`src/common/spp_consts.vh`:
```
// Constants for the sink attach and power-path controller: offsets, fields, resets, timing.
// Assumes a 200 MHz system clock and register access over the two-wire serial pins.
`ifndef SPP_CONSTS_VH
`define SPP_CONSTS_VH

// Register offsets
`define SPP_REG_CONN 8'h0E
`define SPP_REG_OPSTATE 8'h11
`define SPP_REG_CCSUP 8'h18
`define SPP_REG_ILIM 8'h1E
`define SPP_REG_MONCFG 8'h20
`define SPP_REG_VTARGET 8'h21
`define SPP_REG_VSHIFT 8'h22
`define SPP_REG_PWRACC 8'h24
`define SPP_REG_DISTIME 8'h25
`define SPP_REG_DISCTL 8'h26
`define SPP_REG_ROLE 8'h28
`define SPP_REG_MONDIS 8'h2E

// Reset values
`define SPP_RST_STARTUP 1'h0
`define SPP_RST_VTARGET 6'h32
`define SPP_RST_SHIFT 4'hA
`define SPP_RST_PWRACC 1'h1
`define SPP_RST_DIS0V 4'hA
`define SPP_RST_DISTRANS 4'hA
`define SPP_RST_DISEN 1'h1
`define SPP_RST_RANGEOFF 1'h0
`define SPP_RST_ROLE 3'h1

// Connection report codes
`define SPP_CONN_NONE 8'h00
`define SPP_CONN_SINK 8'h41
`define SPP_CONN_DEBUG 8'h61
`define SPP_CONN_AUDIO 8'h81

// Line termination codes as sensed
`define SPP_TERM_OPEN 2'h0
`define SPP_TERM_RA 2'h1
`define SPP_TERM_RD 2'h2
`define SPP_TERM_RP 2'h3

// Timing
`define SPP_CLK_PERIOD_NS 5
`define SPP_TOGGLE_TIME_NS 50000
`define SPP_TOGGLE_CYCLES (`SPP_TOGGLE_TIME_NS / `SPP_CLK_PERIOD_NS)

// Serial slave address
`define SPP_DEV_ADDR 7'h28

`endif

```
`src/hw/spp_sink_attach_ctrl.v`:
```
// Sink-role attach detection, power-path gating and configuration registers.
// Assumes serial pins and line terminations are already synchronous to clk_sys.
`timescale 1ns/100ps
`default_nettype none
`include "spp_consts.vh"

module spp_sink_attach_ctrl #(
  parameter TOGGLE_CYCLES = `SPP_TOGGLE_CYCLES,
  parameter [6:0] DEV_ADDR = `SPP_DEV_ADDR,
  parameter [2:0] NVM_ROLE_DEFAULT = `SPP_RST_ROLE
) (
  // Clock and reset
  input wire clk_sys,
  input wire rst_b,
  // Serial register access
  input wire sclIn,
  input wire sdaIn,
  output wire sdaOut,
  output wire sdaOeN,
  // Nonvolatile power-role value
  input wire [2:0] nvmPowerRole,
  // Line terminations and advertised levels
  input wire [1:0] cc1Term,
  input wire [1:0] cc2Term,
  input wire [1:0] cc1RpLevel,
  input wire [1:0] cc2RpLevel,
  // Bus voltage sense code
  input wire [5:0] busVoltageSenseIn,
  // Sink power path and orientation pins
  output wire sinkPathEnableN,
  output wire sinkPathOeN,
  output wire orientOut,
  output wire orientOeN,
  // Configuration outputs
  output wire startupLowPower,
  output wire cableSupplyOn,
  output wire dischargePathOn,
  output wire [3:0] dischargeToZeroTime,
  output wire [3:0] dischargeTransitionTime,
  output wire poweredAccessoryDetectOn
);

  localparam [2:0] I_IDLE = 3'h0, I_ADDR = 3'h1, I_ACK = 3'h2, I_WR = 3'h3, I_RD = 3'h4;
  localparam [2:0] I_MACK = 3'h5;
  localparam [2:0] S_UNSNK = 3'h0, S_UNACC = 3'h1, S_ATT = 3'h2, S_DBG = 3'h3, S_AUDIO = 3'h4;
  // Serial slave state
  reg sclPrev_ff, sdaPrev_ff, rdMode_ff, firstByte_ff, drive_ff, wrStb_ff;
  reg [2:0] iState_ff;
  reg [3:0] bitCnt_ff;
  reg [7:0] shift_ff, tx_ff, ptr_ff, wrAddr_ff, wrData_ff;
  reg [7:0] rdData;
  // Configuration fields
  reg startup_ff, pwrAcc_ff, disEn_ff, nvmPending_ff, rangeOff_ff;
  reg [7:0] ccSup_ff, ilim_ff, monCfg_ff;
  reg [5:0] vTarget_ff;
  reg [3:0] shiftHigh_ff, shiftLow_ff, dis0v_ff, disTrans_ff;
  reg [2:0] role_ff;
  // Attach state
  reg [2:0] aState_ff, nxt_aState;
  reg orientLow_ff, nxt_orientLow, pathOn_ff, toggleTick_ff;
  reg [31:0] toggleCnt_ff;
  reg [7:0] connCode;
  wire sclRise = sclIn & ~sclPrev_ff;
  wire sclFall = ~sclIn & sclPrev_ff;
  wire startCond = sclIn & sclPrev_ff & sdaPrev_ff & ~sdaIn;
  wire stopCond = sclIn & sclPrev_ff & ~sdaPrev_ff & sdaIn;
  wire rp1 = (cc1Term == `SPP_TERM_RP);
  wire rp2 = (cc2Term == `SPP_TERM_RP);
  wire ra1 = (cc1Term == `SPP_TERM_RA);
  wire ra2 = (cc2Term == `SPP_TERM_RA);
  wire unattached = (aState_ff == S_UNSNK) || (aState_ff == S_UNACC);
  wire detachNow = ~unattached && (nxt_aState == S_UNSNK);
  // Window is target minus low shift up to target plus high shift, in sense units
  wire [6:0] senseUp = {1'b0, busVoltageSenseIn} + {3'h0, shiftLow_ff};
  wire [6:0] targetUp = {1'b0, vTarget_ff} + {3'h0, shiftHigh_ff};
  wire inWindow = (senseUp >= {1'b0, vTarget_ff}) && ({1'b0, busVoltageSenseIn} <= targetUp);
  wire inRange = rangeOff_ff | inWindow;

  // Serial slave: pointer byte first, then auto-incremented data
  always @(posedge clk_sys) begin
    if (!rst_b) begin
      sclPrev_ff <= 1'b1;
      sdaPrev_ff <= 1'b1;
      iState_ff <= I_IDLE;
      bitCnt_ff <= 4'h0;
      shift_ff <= 8'h00;
      tx_ff <= 8'h00;
      ptr_ff <= 8'h00;
      rdMode_ff <= 1'b0;
      firstByte_ff <= 1'b0;
      drive_ff <= 1'b0;
      wrStb_ff <= 1'b0;
      wrAddr_ff <= 8'h00;
      wrData_ff <= 8'h00;
    end else begin
      sclPrev_ff <= sclIn;
      sdaPrev_ff <= sdaIn;
      wrStb_ff <= 1'b0;
      if (startCond) begin
        iState_ff <= I_ADDR;
        bitCnt_ff <= 4'h0;
        drive_ff <= 1'b0;
      end else if (stopCond) begin
        iState_ff <= I_IDLE;
        drive_ff <= 1'b0;
      end else begin
        case (iState_ff)
          I_ADDR, I_WR: begin
            if (sclRise && bitCnt_ff != 4'h8) begin
              shift_ff <= {shift_ff[6:0], sdaIn};
              bitCnt_ff <= bitCnt_ff + 4'h1;
            end else if (sclFall && bitCnt_ff == 4'h8) begin
              bitCnt_ff <= 4'h0;
              if (iState_ff == I_ADDR) begin
                if (shift_ff[7:1] == DEV_ADDR) begin
                  drive_ff <= 1'b1;
                  rdMode_ff <= shift_ff[0];
                  firstByte_ff <= ~shift_ff[0];
                  iState_ff <= I_ACK;
                end else begin
                  iState_ff <= I_IDLE;
                end
              end else begin
                drive_ff <= 1'b1;
                iState_ff <= I_ACK;
                firstByte_ff <= 1'b0;
                if (firstByte_ff) begin
                  ptr_ff <= shift_ff;
                end else begin
                  wrStb_ff <= 1'b1;
                  wrAddr_ff <= ptr_ff;
                  wrData_ff <= shift_ff;
                  ptr_ff <= ptr_ff + 8'h01;
                end
              end
            end
          end
          I_ACK: begin
            if (sclFall) begin
              if (rdMode_ff) begin
                tx_ff <= rdData;
                drive_ff <= ~rdData[7];
                ptr_ff <= ptr_ff + 8'h01;
                bitCnt_ff <= 4'h1;
                iState_ff <= I_RD;
              end else begin
                drive_ff <= 1'b0;
                bitCnt_ff <= 4'h0;
                iState_ff <= I_WR;
              end
            end
          end
          I_RD: begin
            if (sclFall) begin
              if (bitCnt_ff == 4'h8) begin
                drive_ff <= 1'b0;
                iState_ff <= I_MACK;
              end else begin
                tx_ff <= {tx_ff[6:0], 1'b0};
                drive_ff <= ~tx_ff[6];
                bitCnt_ff <= bitCnt_ff + 4'h1;
              end
            end
          end
          I_MACK: begin
            // A not-acknowledge from the master ends the read burst
            if (sclRise) begin
              iState_ff <= sdaIn ? I_IDLE : I_ACK;
            end
          end
          default: begin
            drive_ff <= 1'b0;
          end
        endcase
      end
    end
  end

  // Read mux; unmapped offsets read as zero
  always @* begin
    case (ptr_ff)
      `SPP_REG_CONN: rdData = connCode;
      `SPP_REG_OPSTATE: rdData = {5'h00, aState_ff};
      `SPP_REG_CCSUP: rdData = ccSup_ff;
      `SPP_REG_ILIM: rdData = ilim_ff;
      `SPP_REG_MONCFG: rdData = monCfg_ff;
      `SPP_REG_VTARGET: rdData = {2'h0, vTarget_ff};
      `SPP_REG_VSHIFT: rdData = {shiftHigh_ff, shiftLow_ff};
      `SPP_REG_PWRACC: rdData = {7'h00, pwrAcc_ff};
      `SPP_REG_DISTIME: rdData = {dis0v_ff, disTrans_ff};
      `SPP_REG_DISCTL: rdData = {7'h00, disEn_ff};
      `SPP_REG_ROLE: rdData = {5'h00, role_ff};
      `SPP_REG_MONDIS: rdData = {7'h00, rangeOff_ff};
      default: rdData = 8'h00;
    endcase
  end
  // Configuration registers
  always @(posedge clk_sys) begin
    if (!rst_b) begin
      startup_ff <= `SPP_RST_STARTUP;
      ccSup_ff <= 8'h00;
      ilim_ff <= 8'h00;
      monCfg_ff <= 8'h00;
      vTarget_ff <= `SPP_RST_VTARGET;
      shiftHigh_ff <= `SPP_RST_SHIFT;
      shiftLow_ff <= `SPP_RST_SHIFT;
      pwrAcc_ff <= `SPP_RST_PWRACC;
      dis0v_ff <= `SPP_RST_DIS0V;
      disTrans_ff <= `SPP_RST_DISTRANS;
      disEn_ff <= `SPP_RST_DISEN;
      rangeOff_ff <= `SPP_RST_RANGEOFF;
      role_ff <= NVM_ROLE_DEFAULT;
      nvmPending_ff <= 1'b1;
    end else begin
      // The nonvolatile value is caught once, the cycle after reset release
      nvmPending_ff <= 1'b0;
      if (nvmPending_ff) begin
        role_ff <= nvmPowerRole;
      end
      // Falling back to the 5 V target on detach keeps a stale high target off the bus
      if (detachNow) begin
        vTarget_ff <= `SPP_RST_VTARGET;
      end
      if (wrStb_ff) begin
        case (wrAddr_ff)
          `SPP_REG_CONN: startup_ff <= wrData_ff[0];
          `SPP_REG_CCSUP: ccSup_ff <= wrData_ff;
          `SPP_REG_ILIM: ilim_ff <= wrData_ff;
          `SPP_REG_MONCFG: monCfg_ff <= wrData_ff;
          `SPP_REG_VTARGET: vTarget_ff <= wrData_ff[5:0];
          `SPP_REG_VSHIFT: begin
            shiftHigh_ff <= wrData_ff[7:4];
            shiftLow_ff <= wrData_ff[3:0];
          end
          `SPP_REG_PWRACC: pwrAcc_ff <= wrData_ff[0];
          `SPP_REG_DISTIME: begin
            dis0v_ff <= wrData_ff[7:4];
            disTrans_ff <= wrData_ff[3:0];
          end
          `SPP_REG_DISCTL: disEn_ff <= wrData_ff[0];
          `SPP_REG_ROLE: role_ff <= wrData_ff[2:0];
          `SPP_REG_MONDIS: rangeOff_ff <= wrData_ff[0];
          default: ;
        endcase
      end
    end
  end

  // Attach state machine
  always @* begin
    nxt_aState = aState_ff;
    nxt_orientLow = orientLow_ff;
    case (aState_ff)
      S_UNSNK, S_UNACC: begin
        if (rp1 ^ rp2) begin
          nxt_aState = S_ATT;
          nxt_orientLow = rp2;
        end else if (rp1 & rp2) begin
          nxt_aState = S_DBG;
          nxt_orientLow = (cc2RpLevel > cc1RpLevel);
        end else if (aState_ff == S_UNACC && ra1 && ra2) begin
          nxt_aState = S_AUDIO;
          nxt_orientLow = 1'b0;
        end else if (toggleTick_ff) begin
          nxt_aState = (aState_ff == S_UNSNK) ? S_UNACC : S_UNSNK;
        end
      end
      S_ATT: begin
        if (!(rp1 | rp2)) begin
          nxt_aState = S_UNSNK;
        end
      end
      S_DBG: begin
        if (!(rp1 & rp2)) begin
          nxt_aState = S_UNSNK;
        end
      end
      S_AUDIO: begin
        if (!(ra1 & ra2)) begin
          nxt_aState = S_UNSNK;
        end
      end
      default: begin
        nxt_aState = S_UNSNK;
      end
    endcase
    if (nxt_aState == S_UNSNK || nxt_aState == S_UNACC) begin
      nxt_orientLow = 1'b0;
    end
  end

  always @* begin
    case (aState_ff)
      S_ATT: connCode = `SPP_CONN_SINK;
      S_DBG: connCode = `SPP_CONN_DEBUG;
      S_AUDIO: connCode = `SPP_CONN_AUDIO;
      default: connCode = `SPP_CONN_NONE;
    endcase
  end
  always @(posedge clk_sys) begin
    if (!rst_b) begin
      aState_ff <= S_UNSNK;
      orientLow_ff <= 1'b0;
      pathOn_ff <= 1'b0;
      toggleCnt_ff <= 32'h00000000;
      toggleTick_ff <= 1'b0;
    end else begin
      aState_ff <= nxt_aState;
      orientLow_ff <= nxt_orientLow;
      // Bus-voltage window check gates the sink path unless range checking is off
      pathOn_ff <= ((nxt_aState == S_ATT) || (nxt_aState == S_DBG)) && inRange;
      toggleTick_ff <= (toggleCnt_ff == TOGGLE_CYCLES - 1);
      if (toggleCnt_ff == TOGGLE_CYCLES - 1) begin
        toggleCnt_ff <= 32'h00000000;
      end else begin
        toggleCnt_ff <= toggleCnt_ff + 32'h00000001;
      end
    end
  end
  // Open-drain style pins: only ever pull low, enable low means driving
  assign sdaOut = 1'b0;
  assign sdaOeN = ~drive_ff;
  assign sinkPathEnableN = 1'b0;
  assign sinkPathOeN = ~pathOn_ff;
  assign orientOut = 1'b0;
  assign orientOeN = ~orientLow_ff;
  assign startupLowPower = startup_ff;
  assign cableSupplyOn = 1'b0;
  assign dischargePathOn = disEn_ff;
  assign dischargeToZeroTime = dis0v_ff;
  assign dischargeTransitionTime = disTrans_ff;
  assign poweredAccessoryDetectOn = pwrAcc_ff;

endmodule // spp_sink_attach_ctrl

`default_nettype wire

```
`config.mk`:
```
export PLATFORM = sky130hd
export DESIGN_NAME = spp_sink_attach_ctrl
export DESIGN_NICKNAME = d
export VERILOG_FILES = /design/src/hw/spp_sink_attach_ctrl.v
export VERILOG_INCLUDE_DIRS = /design/src /design/src/common
export SDC_FILE = /design/constraint.sdc
export NUM_CORES = 1
export LEC_CHECK = 0
export BUFFER_PORTS_ARGS = -buffer_cell sky130_fd_sc_hd__buf_2
export CAP_MARGIN = 30
export CORE_MARGIN = 1
export CORE_UTILIZATION = 27
export DETAILED_ROUTE_END_ITERATION = 7
export RECOVER_POWER = 100
export SYNTH_ARGS = -nofsm -noshare
export SYNTH_HDL_FRONTEND = slang
export SYNTH_SLANG_ARGS = --single-unit
```
`constraint.sdc`:
```
create_clock -name clk_sys -period 2.25 [get_ports clk_sys]
set_input_delay 0.225 -clock clk_sys [delete_from_list [all_inputs] [get_ports clk_sys]]
set_output_delay 0.225 -clock clk_sys [all_outputs]
set_load 0.02 [all_outputs]
```
==> results.yml <==
floorplan:
  initial_core_util_pct: 27.68
  fp.dieW_um: 171.7
  num_rows: 61
  fp.dieH_um: 171.7
  io_pins: 39
  design.core.area_mm2: 0.02809
  die-area_mm2: 0.02948
power:
  vdd_drop_max_mv: 0.5023
  p_leak_nw: 3.679
  powerDensity_mw_per_mm2: 622.0
clocking:
  htreeDepth: 4
  cts_made_buffers: 17
  cts_num_sinks: 144
  insertion_delay_ns: 0.43
  holdBufCountCts: 0
  cts_tree: "built"
  cts_buffer_depth: 2
  cts.clk_slew.worst_paths_ns: 0.06
  root_buffer: "clkbuf_16"
setup_path:
  crit_required_ns: 2.56
  end_kind: "register"
  critical_path_class: "register to register"
  start_kind: "register"
  path_max_fanout: 3
  cp.arrival_ns: 2.54
logic_synthesis:
  mappedNetlistArea_mm2: 0.007775
  synth.distinct_cells: 72
  synth-simple-area-share_pct: 23.79
  yosys.area_share.adder_pct: 5.665
  seq_area_frac_synth_pct: 37.08
  synth-seq-cells: 144
  avgSynthCellArea_um2: 8.535
  synth-compound-area-share_pct: 14.55
  synthMuxAreaShare_pct: 9.221
  ys.flop_type: "dfxtp_1"
  syn_inst: 911
  synth_top_family_by_area: "simple AND/OR/NAND/NOR gates"
  synth_xor_area_share_pct: 4.506
  async_reset_ff_share_pct: 0
  synth_edf_count: 0
  ys_warn_count: 0
global_route:
  grt_pass1_wl_um: 33620
  grt_pass1_vias: 6454
  grt_max_degree: 32
  grt_use_total_pct: 14.55
  grt_overflow_total: 0
  antenna_found_initial: 0
flow_run:
  maxCapViolCount: 0
sta:
  max_freq_ghz: 0.4492
  holdWs_ns: 0.1112
  setup_viol: 0
  period_needed_ns: 2.226
  fin_crit_sh_pct: 98.94
  fin_tns_setup_ns: 0
  finClkSkew_ns: 0.01063
  maxSlewHeadroom_pct: 9.160
  layout_setup_ws_ns: 0.02383
  finalHoldViolations: 0
  rsz0062_at_grt: "true"
  worstMarginPinSlew_ns: 1.363
  drv_slew: 0
placed_design:
  dp.cells: 1331
  port_buffers: 34
  place_ws_ns: -0.1576
  place_hpwl_um: 14820
  gp_congestion: 0.8457
routing:
  drt_iter0_markers: 376
  ant_nets: 0
  route.vias.total: 6742
  wire_per_inst_um: 15.13
  wl_um: 20670
  firstDrtPassIters: 5
  drc: 0
  via_per_inst: 4.936
outcome:
  status: "finished, final reports clean"
cells_and_area:
  diodes: 0
  area_delta_synth_final_pct: 20.08
  fin_nets: 1030
  drive_above_1_share_pct: 14.98
  stdcell_count: 1366
hold_path:
  hp-class: "input port to register"
## routing by layer
| layer | wire (µm) | vias up | track usage, % |
|---|---|---|---|
| met5 | 0 | - | 0 |
| met4 | 514 | 0 | 6.483 |
| met3 | 678 | 31 | 2.462 |
| met2 | 9841 | 139 | 24.49 |
| met1 | 9635 | 3184 | 18.10 |
| li1 | - | 3388 | - |
## state kept, by name, summed over array words and instances (netlist names), 6 cells and up
name / flops
ptr_ff: 8
wrAddr_ff: 8
tx_ff: 7
shift_ff: 8
ccSup_ff: 8
vTarget_ff: 6
wrData_ff: 8
ilim_ff: 8
toggleCnt_ff: 32
monCfg_ff: 8
## power breakdown
group          internal [mW]  leakage, nW  switching [mW]
combinational          0.108         2.22           0.156
clock                   1.79        0.292            1.16
sequential              2.57         1.16          0.0263
## synth_stat cells, types with 5 or more instances
cell | n | area, µm²
nor3_1 | 12 | 60.06
buf_2 | 11 | 55.05
dfxtp_1 | 144 | 2883
a21boi_0 | 5 | 37.54
mux2i_1 | 66 | 660.6
o21ai_0 | 30 | 150.1
buf_4 | 5 | 37.54
nand4_1 | 17 | 106.4
nor2b_1 | 14 | 87.58
a21oi_1 | 25 | 125.1
nand2b_1 | 12 | 75.07
o311ai_0 | 5 | 43.79
and3_1 | 10 | 62.56
a21o_1 | 7 | 52.55
and2_1 | 8 | 50.05
mux2_2 | 5 | 56.30
ha_1 | 32 | 400.4
nor4_1 | 15 | 93.84
nand3_1 | 49 | 245.2
a22o_1 | 6 | 52.55
nor2_1 | 114 | 427.9
xnor2_1 | 16 | 140.1
a31oi_1 | 12 | 75.07
buf_1 | 5 | 18.77
a211oi_1 | 12 | 90.09
nand3b_1 | 5 | 37.54
and4_1 | 6 | 52.55
or3_1 | 7 | 43.79
o21a_1 | 7 | 52.55
o22ai_1 | 8 | 50.05
nand2_1 | 66 | 247.7
xor2_1 | 24 | 210.2
a22oi_1 | 7 | 52.55
clkbuf_1 | 36 | 135.1
inv_1 | 38 | 142.6
## through the flow
step	utilization (%)	power [mW]	cell area (µm²)
floorplan	-	2.820	7786
global placement	30.98	2.911	8701
detailed placement	30.98	2.917	8701
CTS	33.35	5.880	9368
global route	33.24	6.023	9336
finish	33.24	5.807	9336
## worst max-delay path: stages (launching register included)
cell and delay (ns):
dfxtp_4 0.36, ha_1 0.28, a21o_1 0.16, a21oi_2 0.14
buf_4 0.14, xor2_2 0.15, ha_1 0.25, and4_1 0.16
a32oi_1 0.16, o311ai_1 0.11, a21oi_1 0.14, a211oi_1 0.06
## final timing paths
check / start / end / slack (ns) / cells past startpoint
max: vTarget_ff[1] / pathOn_ff / 0.02 / 11
min: rst_b / sclPrev_ff / 0.11 / 2
max reg2reg: vTarget_ff[1] / pathOn_ff / 0.02 / 11
min reg2reg: toggleCnt_ff[0] / toggleCnt_ff[0] / 0.46 / 1
## layout by cell type (no fill, tap or decap), drive strengths merged, types with 13 or more instances in the layout
cell,Yosys,routed
a21oi,25,25
buf,22,73
clkbuf,36,46
dfxtp,144,144
ha,32,32
inv,38,43
mux2i,66,66
nand2,67,67
nand2b,13,13
nand3,49,49
nand4,17,17
nor2,115,115
nor2b,14,14
nor4,16,16
o21ai,30,30
xnor2,16,16
xor2,24,24
## cells by family (layout without fill, tap and decap cells)
family,Yosys count,after routing
simple gates,363,363
compound gates,162,162
flops,144,144
buf+inv,96,170
mux,71,71
xor+xnor,40,40
fa+ha+maj,34,34
other cells,1,4
## final cells by class
type / instances / area (µm²)
multi-input combinational: 674 / 4564
fill: 2938 / 18750
inverter: 38 / 142.6
tap: 378 / 473.0
clock buffer: 19 / 442.9
clock inverter: 13 / 173.9
sequential: 144 / 2889
timing repair buffer: 100 / 650.6
## what timing repair did
action,4_1_cts,5_1_grt
endpoints found under the setup margin,1,10
gates resized for setup,15,10
setup buffers,1,2
pin swaps,9,9
(Power assumes the default switching activity.)
